### config.mk
export PLATFORM = sky130hd
export DESIGN_NAME = tie_exec
export DESIGN_NICKNAME = d
export VERILOG_FILES = /design/src/logic/tie_pkg.sv /design/src/logic/tie_sync.sv /design/src/logic/tie_exec.sv
export SDC_FILE = /design/constraint.sdc
export NUM_CORES = 1
export LEC_CHECK = 0
export BUFFER_PORTS_ARGS = -buffer_cell sky130_fd_sc_hd__buf_2
export CAP_MARGIN = 40
export CORE_UTILIZATION = 47
export DETAILED_ROUTE_END_ITERATION = 7
export GPL_TIMING_DRIVEN = 0
export PLACE_DENSITY = 0.77
export SLEW_MARGIN = 30
export SYNTH_ARGS = -nofsm -noshare
export SYNTH_HDL_FRONTEND = slang
export SYNTH_HIERARCHICAL = 1
export SYNTH_SLANG_ARGS = --single-unit
### constraint.sdc
create_clock -name aclk -period 2.2 [get_ports aclk]
set_clock_uncertainty 0.15 [all_clocks]
set_input_delay 0.22 -clock aclk [delete_from_list [all_inputs] [get_ports aclk]]
set_output_delay 0.22 -clock aclk [all_outputs]
set_load 0.01 [all_outputs]
### src/logic/tie_pkg.sv
package tie_pkg;
  // Instruction codes, 9 bits
  localparam logic [8:0] OP_NOP = 9'h000;
  localparam logic [8:0] OP_READ_TIMER = 9'h08a;
  localparam logic [8:0] OP_LOAD_TIMER = 9'h085;
  localparam logic [8:0] OP_SKIP_TIMER_FLAG = 9'h08c;
  localparam logic [8:0] OP_RELEASE_SINK = 9'h011;
  localparam logic [8:0] OP_CLEAR_PORT_BIT = 9'h014;
  localparam logic [8:0] OP_SET_PORT_BIT = 9'h015;
  localparam logic [8:0] OP_SKIP_LOW_BIT = 9'h024;
  localparam logic [8:0] OP_SKIP_LOW_BIT_2ND = 9'h02b;
  localparam logic [8:0] OP_WR_TWO_BIT = 9'h084;
  localparam logic [8:0] OP_RD_TWO_BIT = 9'h056;
  localparam logic [8:0] OP_WR_NIB_ONE = 9'h080;
  localparam logic [8:0] OP_RD_NIB_ONE = 9'h028;
  localparam logic [8:0] OP_WR_NIB_TWO = 9'h01b;
  localparam logic [8:0] OP_RD_NIB_TWO = 9'h055;
  localparam logic [8:0] OP_WR_ONE_BIT = 9'h081;
  localparam logic [8:0] OP_RD_ONE_BIT = 9'h057;
  localparam logic [8:0] OP_SET_FLAG_PIN = 9'h082;
  localparam logic [8:0] OP_CLR_FLAG_PIN = 9'h083;
  localparam logic [8:0] OP_SKIP_FLAG_PIN = 9'h08d;
  localparam logic [8:0] OP_BACKUP = 9'h00d;
  localparam logic [8:0] OP_LOAD_GATE_FN = 9'h058;
  localparam logic [8:0] OP_WR_TIMER_CTRL = 9'h086;
  localparam logic [8:0] OP_RD_TIMER_CTRL = 9'h088;
  localparam logic [8:0] OP_WR_WAKEUP_CTRL = 9'h087;
  localparam logic [8:0] OP_RD_WAKEUP_CTRL = 9'h089;
  localparam logic [8:0] OP_WR_PULLUP_CTRL = 9'h08b;
  // Register byte offsets
  localparam logic [7:0] OFS_WORK = 8'h00;
  localparam logic [7:0] OFS_STATUS = 8'h04;
  localparam logic [7:0] OFS_TIMER = 8'h08;
  localparam logic [7:0] OFS_PORTS = 8'h0c;
  localparam logic [7:0] OFS_CTRL = 8'h10;
  // Field positions
  localparam int STAT_BACKUP_BIT = 1;
  localparam int STAT_PC_LSB = 16;
  localparam int TCTL_RUN_BIT = 2;
  // Reset values
  localparam logic [3:0] RST_SINK = 4'hf;
  localparam logic [3:0] RST_NIBBLE = 4'h0;
  localparam logic [3:0] RST_CTRL = 4'h0;
  localparam logic [7:0] RST_TIMER = 8'hff;
  localparam logic [10:0] RST_PC = 11'h000;
  // Prescaler period in clock cycles
  localparam int PRESCALE_CYCLES = 4;
  localparam logic [1:0] RESP_OKAY = 2'h0;
  localparam logic [1:0] RESP_SLVERR = 2'h2;
  typedef enum logic [1:0] {
    TIE_ST_FETCH = 2'h1,
    TIE_ST_SECOND = 2'h2
  } tie_state_t;
endpackage

### src/logic/tie_sync.sv
`timescale 1ns/1ps
// Two-stage synchroniser for pin inputs
module tie_sync #(
  parameter int WIDTH = 1
) (
  input wire logic aclk,
  input wire logic aresetn,
  input wire logic [WIDTH-1:0] async_in,
  output logic [WIDTH-1:0] sync_out
);
  logic [WIDTH-1:0] meta_ff;
  logic [WIDTH-1:0] sync_ff;

  // First stage feeds only the second
  always_ff @(posedge aclk) begin
    if (!aresetn) begin
      meta_ff <= '0;
      sync_ff <= '0;
    end else begin
      meta_ff <= async_in;
      sync_ff <= meta_ff;
    end
  end

  assign sync_out = sync_ff;
endmodule

### src/logic/tie_exec.sv
// The AXI4-Lite register port and the address map were decided locally.
`timescale 1ns/1ps
module tie_exec #(
  parameter int PRESCALE = tie_pkg::PRESCALE_CYCLES
) (
  input wire logic aclk,
  input wire logic aresetn,
  input wire logic [8:0] instr_word,
  input wire logic instr_valid,
  output logic instr_ready,
  output logic [10:0] pc_out,
  output logic [3:0] sink_port_out,
  output logic [3:0] sink_port_oe,
  output logic [1:0] two_bit_port_out,
  input wire logic [1:0] two_bit_port_in,
  output logic [3:0] nib_one_port_out,
  input wire logic [3:0] nib_one_port_in,
  output logic [3:0] nib_two_port_out,
  input wire logic [3:0] nib_two_port_in,
  output logic one_bit_port_out,
  input wire logic one_bit_port_in,
  output logic output_flag_pin,
  output logic backup_state,
  input wire logic [31:0] s_axi_awaddr,
  input wire logic s_axi_awvalid,
  output logic s_axi_awready,
  input wire logic [31:0] s_axi_wdata,
  input wire logic [3:0] s_axi_wstrb,
  input wire logic s_axi_wvalid,
  output logic s_axi_wready,
  output logic [1:0] s_axi_bresp,
  output logic s_axi_bvalid,
  input wire logic s_axi_bready,
  input wire logic [31:0] s_axi_araddr,
  input wire logic s_axi_arvalid,
  output logic s_axi_arready,
  output logic [31:0] s_axi_rdata,
  output logic [1:0] s_axi_rresp,
  output logic s_axi_rvalid,
  input wire logic s_axi_rready
);
  tie_pkg::tie_state_t state_ff, nxt_state;
  logic [10:0] pc_ff, nxt_pc;
  logic [3:0] work_ff, nxt_work, high_ff, nxt_high;
  logic [1:0] sel_ff, nxt_sel;
  logic [7:0] timer_ff, nxt_timer, reload_ff, nxt_reload;
  logic tflag_ff, nxt_tflag, skip_ff, nxt_skip, dead_ff, nxt_dead;
  logic [3:0] sink_ff, nxt_sink, nib1_ff, nxt_nib1, nib2_ff, nxt_nib2;
  logic [1:0] two_ff, nxt_two, gate_ff, nxt_gate;
  logic one_ff, nxt_one, flagpin_ff, nxt_flagpin, backup_ff, nxt_backup;
  logic [3:0] tctl_ff, nxt_tctl, wake_ff, nxt_wake, pull_ff, nxt_pull;
  logic [7:0] pre_ff, nxt_pre;
  logic [10:0] pins_s;
  logic take, exec, tick;
  logic aw_ff, nxt_aw, w_ff, nxt_w, bv_ff, nxt_bv, rv_ff, nxt_rv;
  logic [7:0] awa_ff, nxt_awa;
  logic [31:0] wd_ff, nxt_wd, rd_ff, nxt_rd;
  logic [3:0] ws_ff, nxt_ws;
  logic [1:0] br_ff, nxt_br, rr_ff, nxt_rr;
  logic do_wr;

  tie_sync #(.WIDTH(11)) u_sync (
    .aclk(aclk),
    .aresetn(aresetn),
    .async_in({one_bit_port_in, two_bit_port_in, nib_two_port_in, nib_one_port_in}),
    .sync_out(pins_s)
  );

  // Fetch handshake; back-up state stalls the fetch
  assign instr_ready = !backup_ff;
  assign take = instr_valid && instr_ready;
  assign exec = take && !skip_ff && state_ff == tie_pkg::TIE_ST_FETCH;
  assign tick = tctl_ff[tie_pkg::TCTL_RUN_BIT] && pre_ff == 8'(PRESCALE - 1);
  assign do_wr = aw_ff && w_ff && !bv_ff;

  // Instruction execution and timer
  always_comb begin
    nxt_state = state_ff;
    nxt_pc = pc_ff;
    nxt_work = work_ff;
    nxt_high = high_ff;
    nxt_sel = sel_ff;
    nxt_timer = timer_ff;
    nxt_reload = reload_ff;
    nxt_tflag = tflag_ff;
    nxt_skip = skip_ff;
    nxt_dead = dead_ff;
    nxt_sink = sink_ff;
    nxt_nib1 = nib1_ff;
    nxt_nib2 = nib2_ff;
    nxt_two = two_ff;
    nxt_gate = gate_ff;
    nxt_one = one_ff;
    nxt_flagpin = flagpin_ff;
    nxt_backup = backup_ff;
    nxt_tctl = tctl_ff;
    nxt_wake = wake_ff;
    nxt_pull = pull_ff;
    nxt_pre = tctl_ff[tie_pkg::TCTL_RUN_BIT] ? (tick ? 8'h00 : pre_ff + 8'h01) : 8'h00;
    // Software access to working state
    if (do_wr && ws_ff[0] && awa_ff == tie_pkg::OFS_WORK) begin
      nxt_work = wd_ff[3:0];
      nxt_high = wd_ff[7:4];
      nxt_sel = wd_ff[9:8];
    end
    if (do_wr && ws_ff[0] && awa_ff == tie_pkg::OFS_STATUS && wd_ff[tie_pkg::STAT_BACKUP_BIT]) begin
      nxt_backup = 1'b0;
    end
    // Down-count; underflow reloads and raises the flag
    if (tick) begin
      nxt_timer = (timer_ff == 8'h00) ? reload_ff : timer_ff - 8'h01;
    end
    if (take) begin
      nxt_pc = pc_ff + 11'h001;
      nxt_skip = 1'b0;
      if (state_ff == tie_pkg::TIE_ST_SECOND) begin
        nxt_state = tie_pkg::TIE_ST_FETCH;
        if (!dead_ff && instr_word == tie_pkg::OP_SKIP_LOW_BIT_2ND) begin
          nxt_skip = !sink_ff[sel_ff];
        end
      end else if (skip_ff) begin
        nxt_dead = 1'b1;
        if (instr_word == tie_pkg::OP_SKIP_LOW_BIT) begin
          nxt_state = tie_pkg::TIE_ST_SECOND;
        end
      end
    end
    if (exec) begin
      nxt_dead = 1'b0;
      unique case (instr_word)
        tie_pkg::OP_READ_TIMER: begin
          nxt_high = timer_ff[7:4];
          nxt_work = timer_ff[3:0];
        end
        tie_pkg::OP_LOAD_TIMER: begin
          nxt_timer = {high_ff, work_ff};
          nxt_reload = {high_ff, work_ff};
        end
        tie_pkg::OP_SKIP_TIMER_FLAG: begin
          if (tflag_ff) begin
            nxt_skip = 1'b1;
            nxt_tflag = 1'b0;
          end
        end
        tie_pkg::OP_RELEASE_SINK: nxt_sink = 4'hf;
        tie_pkg::OP_CLEAR_PORT_BIT: nxt_sink[sel_ff] = 1'b0;
        tie_pkg::OP_SET_PORT_BIT: nxt_sink[sel_ff] = 1'b1;
        tie_pkg::OP_SKIP_LOW_BIT: nxt_state = tie_pkg::TIE_ST_SECOND;
        tie_pkg::OP_WR_TWO_BIT: nxt_two = work_ff[1:0];
        tie_pkg::OP_RD_TWO_BIT: nxt_work = {2'h0, pins_s[9:8]};
        tie_pkg::OP_WR_ONE_BIT: nxt_one = work_ff[0];
        tie_pkg::OP_RD_ONE_BIT: nxt_work = {3'h0, pins_s[10]};
        tie_pkg::OP_WR_NIB_ONE: nxt_nib1 = work_ff;
        tie_pkg::OP_RD_NIB_ONE: nxt_work = pins_s[3:0];
        tie_pkg::OP_WR_NIB_TWO: nxt_nib2 = work_ff;
        tie_pkg::OP_RD_NIB_TWO: nxt_work = pins_s[7:4];
        tie_pkg::OP_SET_FLAG_PIN: nxt_flagpin = 1'b1;
        tie_pkg::OP_CLR_FLAG_PIN: nxt_flagpin = 1'b0;
        tie_pkg::OP_SKIP_FLAG_PIN: nxt_skip = flagpin_ff;
        tie_pkg::OP_BACKUP: nxt_backup = 1'b1;
        tie_pkg::OP_LOAD_GATE_FN: nxt_gate = work_ff[1:0];
        tie_pkg::OP_WR_TIMER_CTRL: nxt_tctl = work_ff;
        tie_pkg::OP_RD_TIMER_CTRL: nxt_work = tctl_ff;
        tie_pkg::OP_WR_WAKEUP_CTRL: nxt_wake = work_ff;
        tie_pkg::OP_RD_WAKEUP_CTRL: nxt_work = wake_ff;
        tie_pkg::OP_WR_PULLUP_CTRL: nxt_pull = work_ff;
        default: nxt_pc = pc_ff + 11'h001; // No-op and codes of other groups
      endcase
    end
    // Hardware set wins over the instruction's clear
    if (tick && timer_ff == 8'h00) begin
      nxt_tflag = 1'b1;
    end
  end

  // Execution registers
  always_ff @(posedge aclk) begin
    if (!aresetn) begin
      state_ff <= tie_pkg::TIE_ST_FETCH;
      pc_ff <= tie_pkg::RST_PC;
      work_ff <= 4'h0;
      high_ff <= 4'h0;
      sel_ff <= 2'h0;
      timer_ff <= tie_pkg::RST_TIMER;
      reload_ff <= tie_pkg::RST_TIMER;
      tflag_ff <= 1'b0;
      skip_ff <= 1'b0;
      dead_ff <= 1'b0;
      sink_ff <= tie_pkg::RST_SINK;
      nib1_ff <= tie_pkg::RST_NIBBLE;
      nib2_ff <= tie_pkg::RST_NIBBLE;
      two_ff <= 2'h0;
      gate_ff <= 2'h0;
      one_ff <= 1'b0;
      flagpin_ff <= 1'b0;
      backup_ff <= 1'b0;
      tctl_ff <= tie_pkg::RST_CTRL;
      wake_ff <= tie_pkg::RST_CTRL;
      pull_ff <= tie_pkg::RST_CTRL;
      pre_ff <= 8'h00;
    end else begin
      state_ff <= nxt_state;
      pc_ff <= nxt_pc;
      work_ff <= nxt_work;
      high_ff <= nxt_high;
      sel_ff <= nxt_sel;
      timer_ff <= nxt_timer;
      reload_ff <= nxt_reload;
      tflag_ff <= nxt_tflag;
      skip_ff <= nxt_skip;
      dead_ff <= nxt_dead;
      sink_ff <= nxt_sink;
      nib1_ff <= nxt_nib1;
      nib2_ff <= nxt_nib2;
      two_ff <= nxt_two;
      gate_ff <= nxt_gate;
      one_ff <= nxt_one;
      flagpin_ff <= nxt_flagpin;
      backup_ff <= nxt_backup;
      tctl_ff <= nxt_tctl;
      wake_ff <= nxt_wake;
      pull_ff <= nxt_pull;
      pre_ff <= nxt_pre;
    end
  end

  // Pin outputs; sink bits drive low only when 0
  assign pc_out = pc_ff;
  assign sink_port_out = sink_ff;
  assign sink_port_oe = ~sink_ff;
  assign two_bit_port_out = two_ff;
  assign nib_one_port_out = nib1_ff;
  assign nib_two_port_out = nib2_ff;
  assign one_bit_port_out = one_ff;
  assign output_flag_pin = flagpin_ff;
  assign backup_state = backup_ff;

  // AXI4-Lite slave, one write and one read at a time
  always_comb begin
    nxt_aw = aw_ff;
    nxt_w = w_ff;
    nxt_awa = awa_ff;
    nxt_wd = wd_ff;
    nxt_ws = ws_ff;
    nxt_bv = bv_ff;
    nxt_br = br_ff;
    nxt_rv = rv_ff;
    nxt_rd = rd_ff;
    nxt_rr = rr_ff;
    if (s_axi_awvalid && s_axi_awready) begin
      nxt_aw = 1'b1;
      nxt_awa = s_axi_awaddr[7:0];
    end
    if (s_axi_wvalid && s_axi_wready) begin
      nxt_w = 1'b1;
      nxt_wd = s_axi_wdata;
      nxt_ws = s_axi_wstrb;
    end
    if (do_wr) begin
      nxt_aw = 1'b0;
      nxt_w = 1'b0;
      nxt_bv = 1'b1;
      nxt_br = (awa_ff == tie_pkg::OFS_WORK || awa_ff == tie_pkg::OFS_STATUS) ? tie_pkg::RESP_OKAY
               : tie_pkg::RESP_SLVERR;
    end
    if (bv_ff && s_axi_bready) begin
      nxt_bv = 1'b0;
    end
    if (s_axi_arvalid && s_axi_arready) begin
      nxt_rv = 1'b1;
      nxt_rr = tie_pkg::RESP_OKAY;
      unique case (s_axi_araddr[7:0])
        tie_pkg::OFS_WORK: nxt_rd = {22'h0, sel_ff, high_ff, work_ff};
        tie_pkg::OFS_STATUS: nxt_rd = {5'h0, pc_ff, 12'h0, skip_ff, flagpin_ff, backup_ff, tflag_ff};
        tie_pkg::OFS_TIMER: nxt_rd = {16'h0, reload_ff, timer_ff};
        tie_pkg::OFS_PORTS: nxt_rd = {17'h0, one_ff, two_ff, nib2_ff, nib1_ff, sink_ff};
        tie_pkg::OFS_CTRL: nxt_rd = {16'h0, pull_ff, wake_ff, tctl_ff, 2'h0, gate_ff};
        default: begin
          nxt_rd = 32'h0000_0000;
          nxt_rr = tie_pkg::RESP_SLVERR;
        end
      endcase
    end else if (rv_ff && s_axi_rready) begin
      nxt_rv = 1'b0;
    end
  end

  // Bus registers
  always_ff @(posedge aclk) begin
    if (!aresetn) begin
      aw_ff <= 1'b0;
      w_ff <= 1'b0;
      awa_ff <= 8'h00;
      wd_ff <= 32'h0000_0000;
      ws_ff <= 4'h0;
      bv_ff <= 1'b0;
      br_ff <= 2'h0;
      rv_ff <= 1'b0;
      rd_ff <= 32'h0000_0000;
      rr_ff <= 2'h0;
    end else begin
      aw_ff <= nxt_aw;
      w_ff <= nxt_w;
      awa_ff <= nxt_awa;
      wd_ff <= nxt_wd;
      ws_ff <= nxt_ws;
      bv_ff <= nxt_bv;
      br_ff <= nxt_br;
      rv_ff <= nxt_rv;
      rd_ff <= nxt_rd;
      rr_ff <= nxt_rr;
    end
  end

  assign s_axi_awready = !aw_ff && !bv_ff;
  assign s_axi_wready = !w_ff && !bv_ff;
  assign s_axi_bvalid = bv_ff;
  assign s_axi_bresp = br_ff;
  assign s_axi_arready = !rv_ff;
  assign s_axi_rvalid = rv_ff;
  assign s_axi_rdata = rd_ff;
  assign s_axi_rresp = rr_ff;
endmodule

==> flow_summary.toml <==
[synth]
syn_area_per_cell_um2 = 8.68
syn_inst = 784
ys_types = 65
postSynth.asyncResetShare_pct = 0
synth-seq-cells = 155
synth-main-ff-cell = "dfxtp_1"
syn_area_um2 = 6800
ys_seq_area_share_pct = 45.6
synth-edff-count = 0
yosys_warnings = 6

[floorplanning]
die_height_um = 122
core_area_um2 = 14000
die_width_um = 122
dieArea_um2 = 15000
start_util_pct = 48.6
core.rowCount = 43
ioPinCount = 202

[final_layout]
regArea_um2 = 3110
diodes = 0
fin_nets = 1104
drive_gt1_share_pct = 22.1
multi_input_area_um2 = 3530
fillers = 1163
syn_to_final_growth_pct = 30.2

[setup_path]
startpoint = "timer_ff[1]"
reg2reg_setup_slack_ns = -0.004
rr_startpoint = "timer_ff[1]"
cpMaxStageDelayCell = "or3b_4"
path_cells = "inv_2 -> ha_4 -> or3b_4 -> or3_4 -> nor2_4 -> mux2i_1 -> o21bai_1 -> a31o_2"
r2r_cells = 8
crit_end = "timer_ff[3]"
crit_path_end_kind = "flip-flop"
start_kind = "flip-flop"
worstSetupPathType = "flip-flop to flip-flop"
path_max_fanout = 4
reg2reg_to = "timer_ff[3]"
critPathMaxStageDelay_ns = 0.41
arrival_ns = 2.37
crit_required_ns = 2.37

[sta]
setup_viol = 1
finalCriticalPeriod_ns = 2.20
tightest_slew_ns = 0.780
period_share_pct = 100
whs_ns = 0.0285
fmax_mhz = 454
slew_headroom_pct = 48.0
finalWorstSetupSlack_ns = -0.00388
maxSlewViolCount = 0
final_hold_viol_count = 0
rsz0062_at_grt = "yes"
tns_ns = -0.00388

[power_and_ir_drop]
power.total_w = 0.00656
p_clk_share_pct = 48.6
swShare_pct = 21.5
seq_power_share_pct = 44.2
pwr-share-comb_pct = 7.2
power_density_nw_per_um2 = 740
p_leak_nw = 3.70
p_switching_w = 0.00141
vdd_ir_drop_max_v = 0.000596
intPower_w = 0.00515

[clock_network]
cts_buffers = 17
cts_max_path_buffers = 2
cts_tree = "yes"
cts_sinks = 155
htree_levels = 4
cts-root-buf = "clkbuf_16"
path_clk_slew_ns = 0.06
insertion_delay_ns = 0.43

[run_status]
violations = "negative setup slack"
status = "finished with violations"

[global_route]
use_met1_pct = 33.9
top_usage_layer = "met2"
antenna_found_initial = 0
grt_pass1_wl_um = 30100
grt_overflow_total = 0
grt_pass1_vias = 5896
track_usage_pct = 26.4
grt_start_max_net_pins = 17
grt_use_met2_pct = 42.5
met3_usage_pct = 6.51

[route]
drt_iter0_drc = 794
first_pass_iters = 7
vias_per_cell = 5.62
wl_per_cell_um = 16.9
routed_wl_um = 19700
drc = 0
via_count = 6541
antenna_left = 0

[place]
place_congestion = 0.900
dpl.hpwl_um = 13700
portBuffers = 118
pre_cts_slack_ns = -0.361

[worst_hold_path]
hold_class = "input pin to flip-flop"
hp-start = "instr_word[5]"

[run]
maxCapViolCount = 0
==> logic make-up (layout without fill, tap and decap cells) <==
kind of cell             Yosys count  count (layout)  share of synthesized area [%]
AO/OA/AOI/OAI                    162             162                           15.5
XOR/XNOR                          15              15                           1.93
adder cells (fa/ha/maj)            4               4                          0.736
buffers and inverters             68             261                           4.47
flip-flops                       155             155                           45.6
multiplexers                      52              52                           8.26
other                              1               7                         0.0551
AND/OR/NAND/NOR                  327             327                           23.5
==> critical path, delay by kind of cell (launching register included) <==
family                   cells  cell delay, ns
AO/OA/AOI/OAI                2            0.30
AND/OR/NAND/NOR              3            0.89
multiplexers                 1            0.18
flip-flops                   1            0.34
buffers and inverters        1            0.09
adder cells (fa/ha/maj)      1            0.14
==> repair_timing <==
item	CTS	global route
endpoints found under the hold margin	33	0
resized for setup	16	16
pin swaps	2	6
endpoints found under the setup margin	32	35
setup buffers	4	4
hold buffers	38	0
==> flip-flops by register name (all words and copies together) (netlist names), 4 cells and up <==
register	cells
tctl_ff	4
reload_ff	8
high_ff	4
wd_ff	10
nib_one_port_out	4
nib_two_port_out	4
wake_ff	4
pc_out	11
s_axi_rdata	27
awa_ff	8
pull_ff	4
timer_ff	8
pre_ff	8
sink_port_out	4
u_sync/meta_ff	11
work_ff	4
u_sync/sync_out	11
==> area by class of cell <==
class / instances / share of cell area (%)
buffer: 50 / 2.74
multi-input combinational: 567 / 39.9
clock inverter: 7 / 1.84
inverter: 17 / 0.749
tap: 180 / 2.54
clock buffer: 23 / 5.40
sequential: 155 / 35.1
timing repair buffer: 164 / 11.8
==> worst min-delay path by stage <==
stage	to	slack, ns	depth (start not counted)
2_1_floorplan	s_axi_rvalid	0.17	1
5_1_grt	backup_state	0.05	4
4_1_cts	backup_state	0.02	4
3_3_place_gp	s_axi_rvalid	0.26	2
3_5_place_dp	u_sync/sync_out[10]	0.27	1
6_report	backup_state	0.03	4
==> routing by layer <==
| metal | share of wire (%) | routed length (µm) |
|---|---|---|
| met1 | 43 | 8530 |
| met2 | 47 | 9170 |
| met3 | 7.3 | 1440 |
| met4 | 2.8 | 555 |
| met5 | 0 | 0 |
==> cells in the final DEF, fill, tap and decap left out, types with 7 or more instances in the layout <==
| master | count |
|---|---|
| dfxtp_1 | 154 |
| buf_2 | 120 |
| nor2_1 | 96 |
| nand2_1 | 96 |
| a21oi_1 | 47 |
| mux2i_1 | 46 |
| nand3_1 | 40 |
| dlygate4sd3_1 | 38 |
| clkbuf_1 | 32 |
| a22oi_1 | 32 |
| o21ai_0 | 27 |
| clkbuf_16 | 17 |
| and2_2 | 16 |
| buf_4 | 15 |
| inv_1 | 14 |
| nor2b_1 | 14 |
| xor2_1 | 12 |
| nand4_1 | 10 |
| o22ai_1 | 10 |
| and2_1 | 8 |
| a211oi_1 | 8 |
| conb_1 | 7 |
==> power by group through the flow <==
stage | Sequential [W] | Clock (W) | Combinational (W)
finish | 0.00290 | 0.00319 | 0.000472
global route | 0.00290 | 0.00333 | 0.000513
CTS | 0.00290 | 0.00320 | 0.000459
detailed placement | 0.00296 | 0 | 0.000398
global placement | 0.00296 | 0 | 0.000393
floorplan | 0.00295 | 0 | 0.000251
==> cells in the mapped netlist (all sizes together) (4+ instances only) <==
cell    count  area share (%)
dfxtp     155              46
nor2      100             5.6
nand2      96             5.3
a21oi      49             3.6
mux2i      46             6.8
nand3      41             3.0
clkbuf     34             1.9
a22oi      32             3.5
o21ai      27             2.0
and2       24             2.5
buf        17             1.6
inv        17            0.94
nor2b      14             1.3
xor2       12             1.5
nand4      10            0.92
o22ai      10            0.92
nor4        9            0.92
a211oi      8            0.88
nor3        8            0.92
and3        6            0.55
a221o       5            0.74
a22o        5            0.64
o211ai      5            0.55
ha          4            0.74
nand2b      4            0.37
or3         4            0.44
==> per-stage QoR <==
stage	cells	utilization, %	area (µm²)
6_report	1163	63.3	8860
5_1_grt	1163	63.3	8860
4_1_cts	1160	62.7	8770
3_5_place_dp	1088	54.6	7640
3_3_place_gp	1088	54.6	7640
2_1_floorplan	790	-	6830
Power figures use the tool's default switching activity.
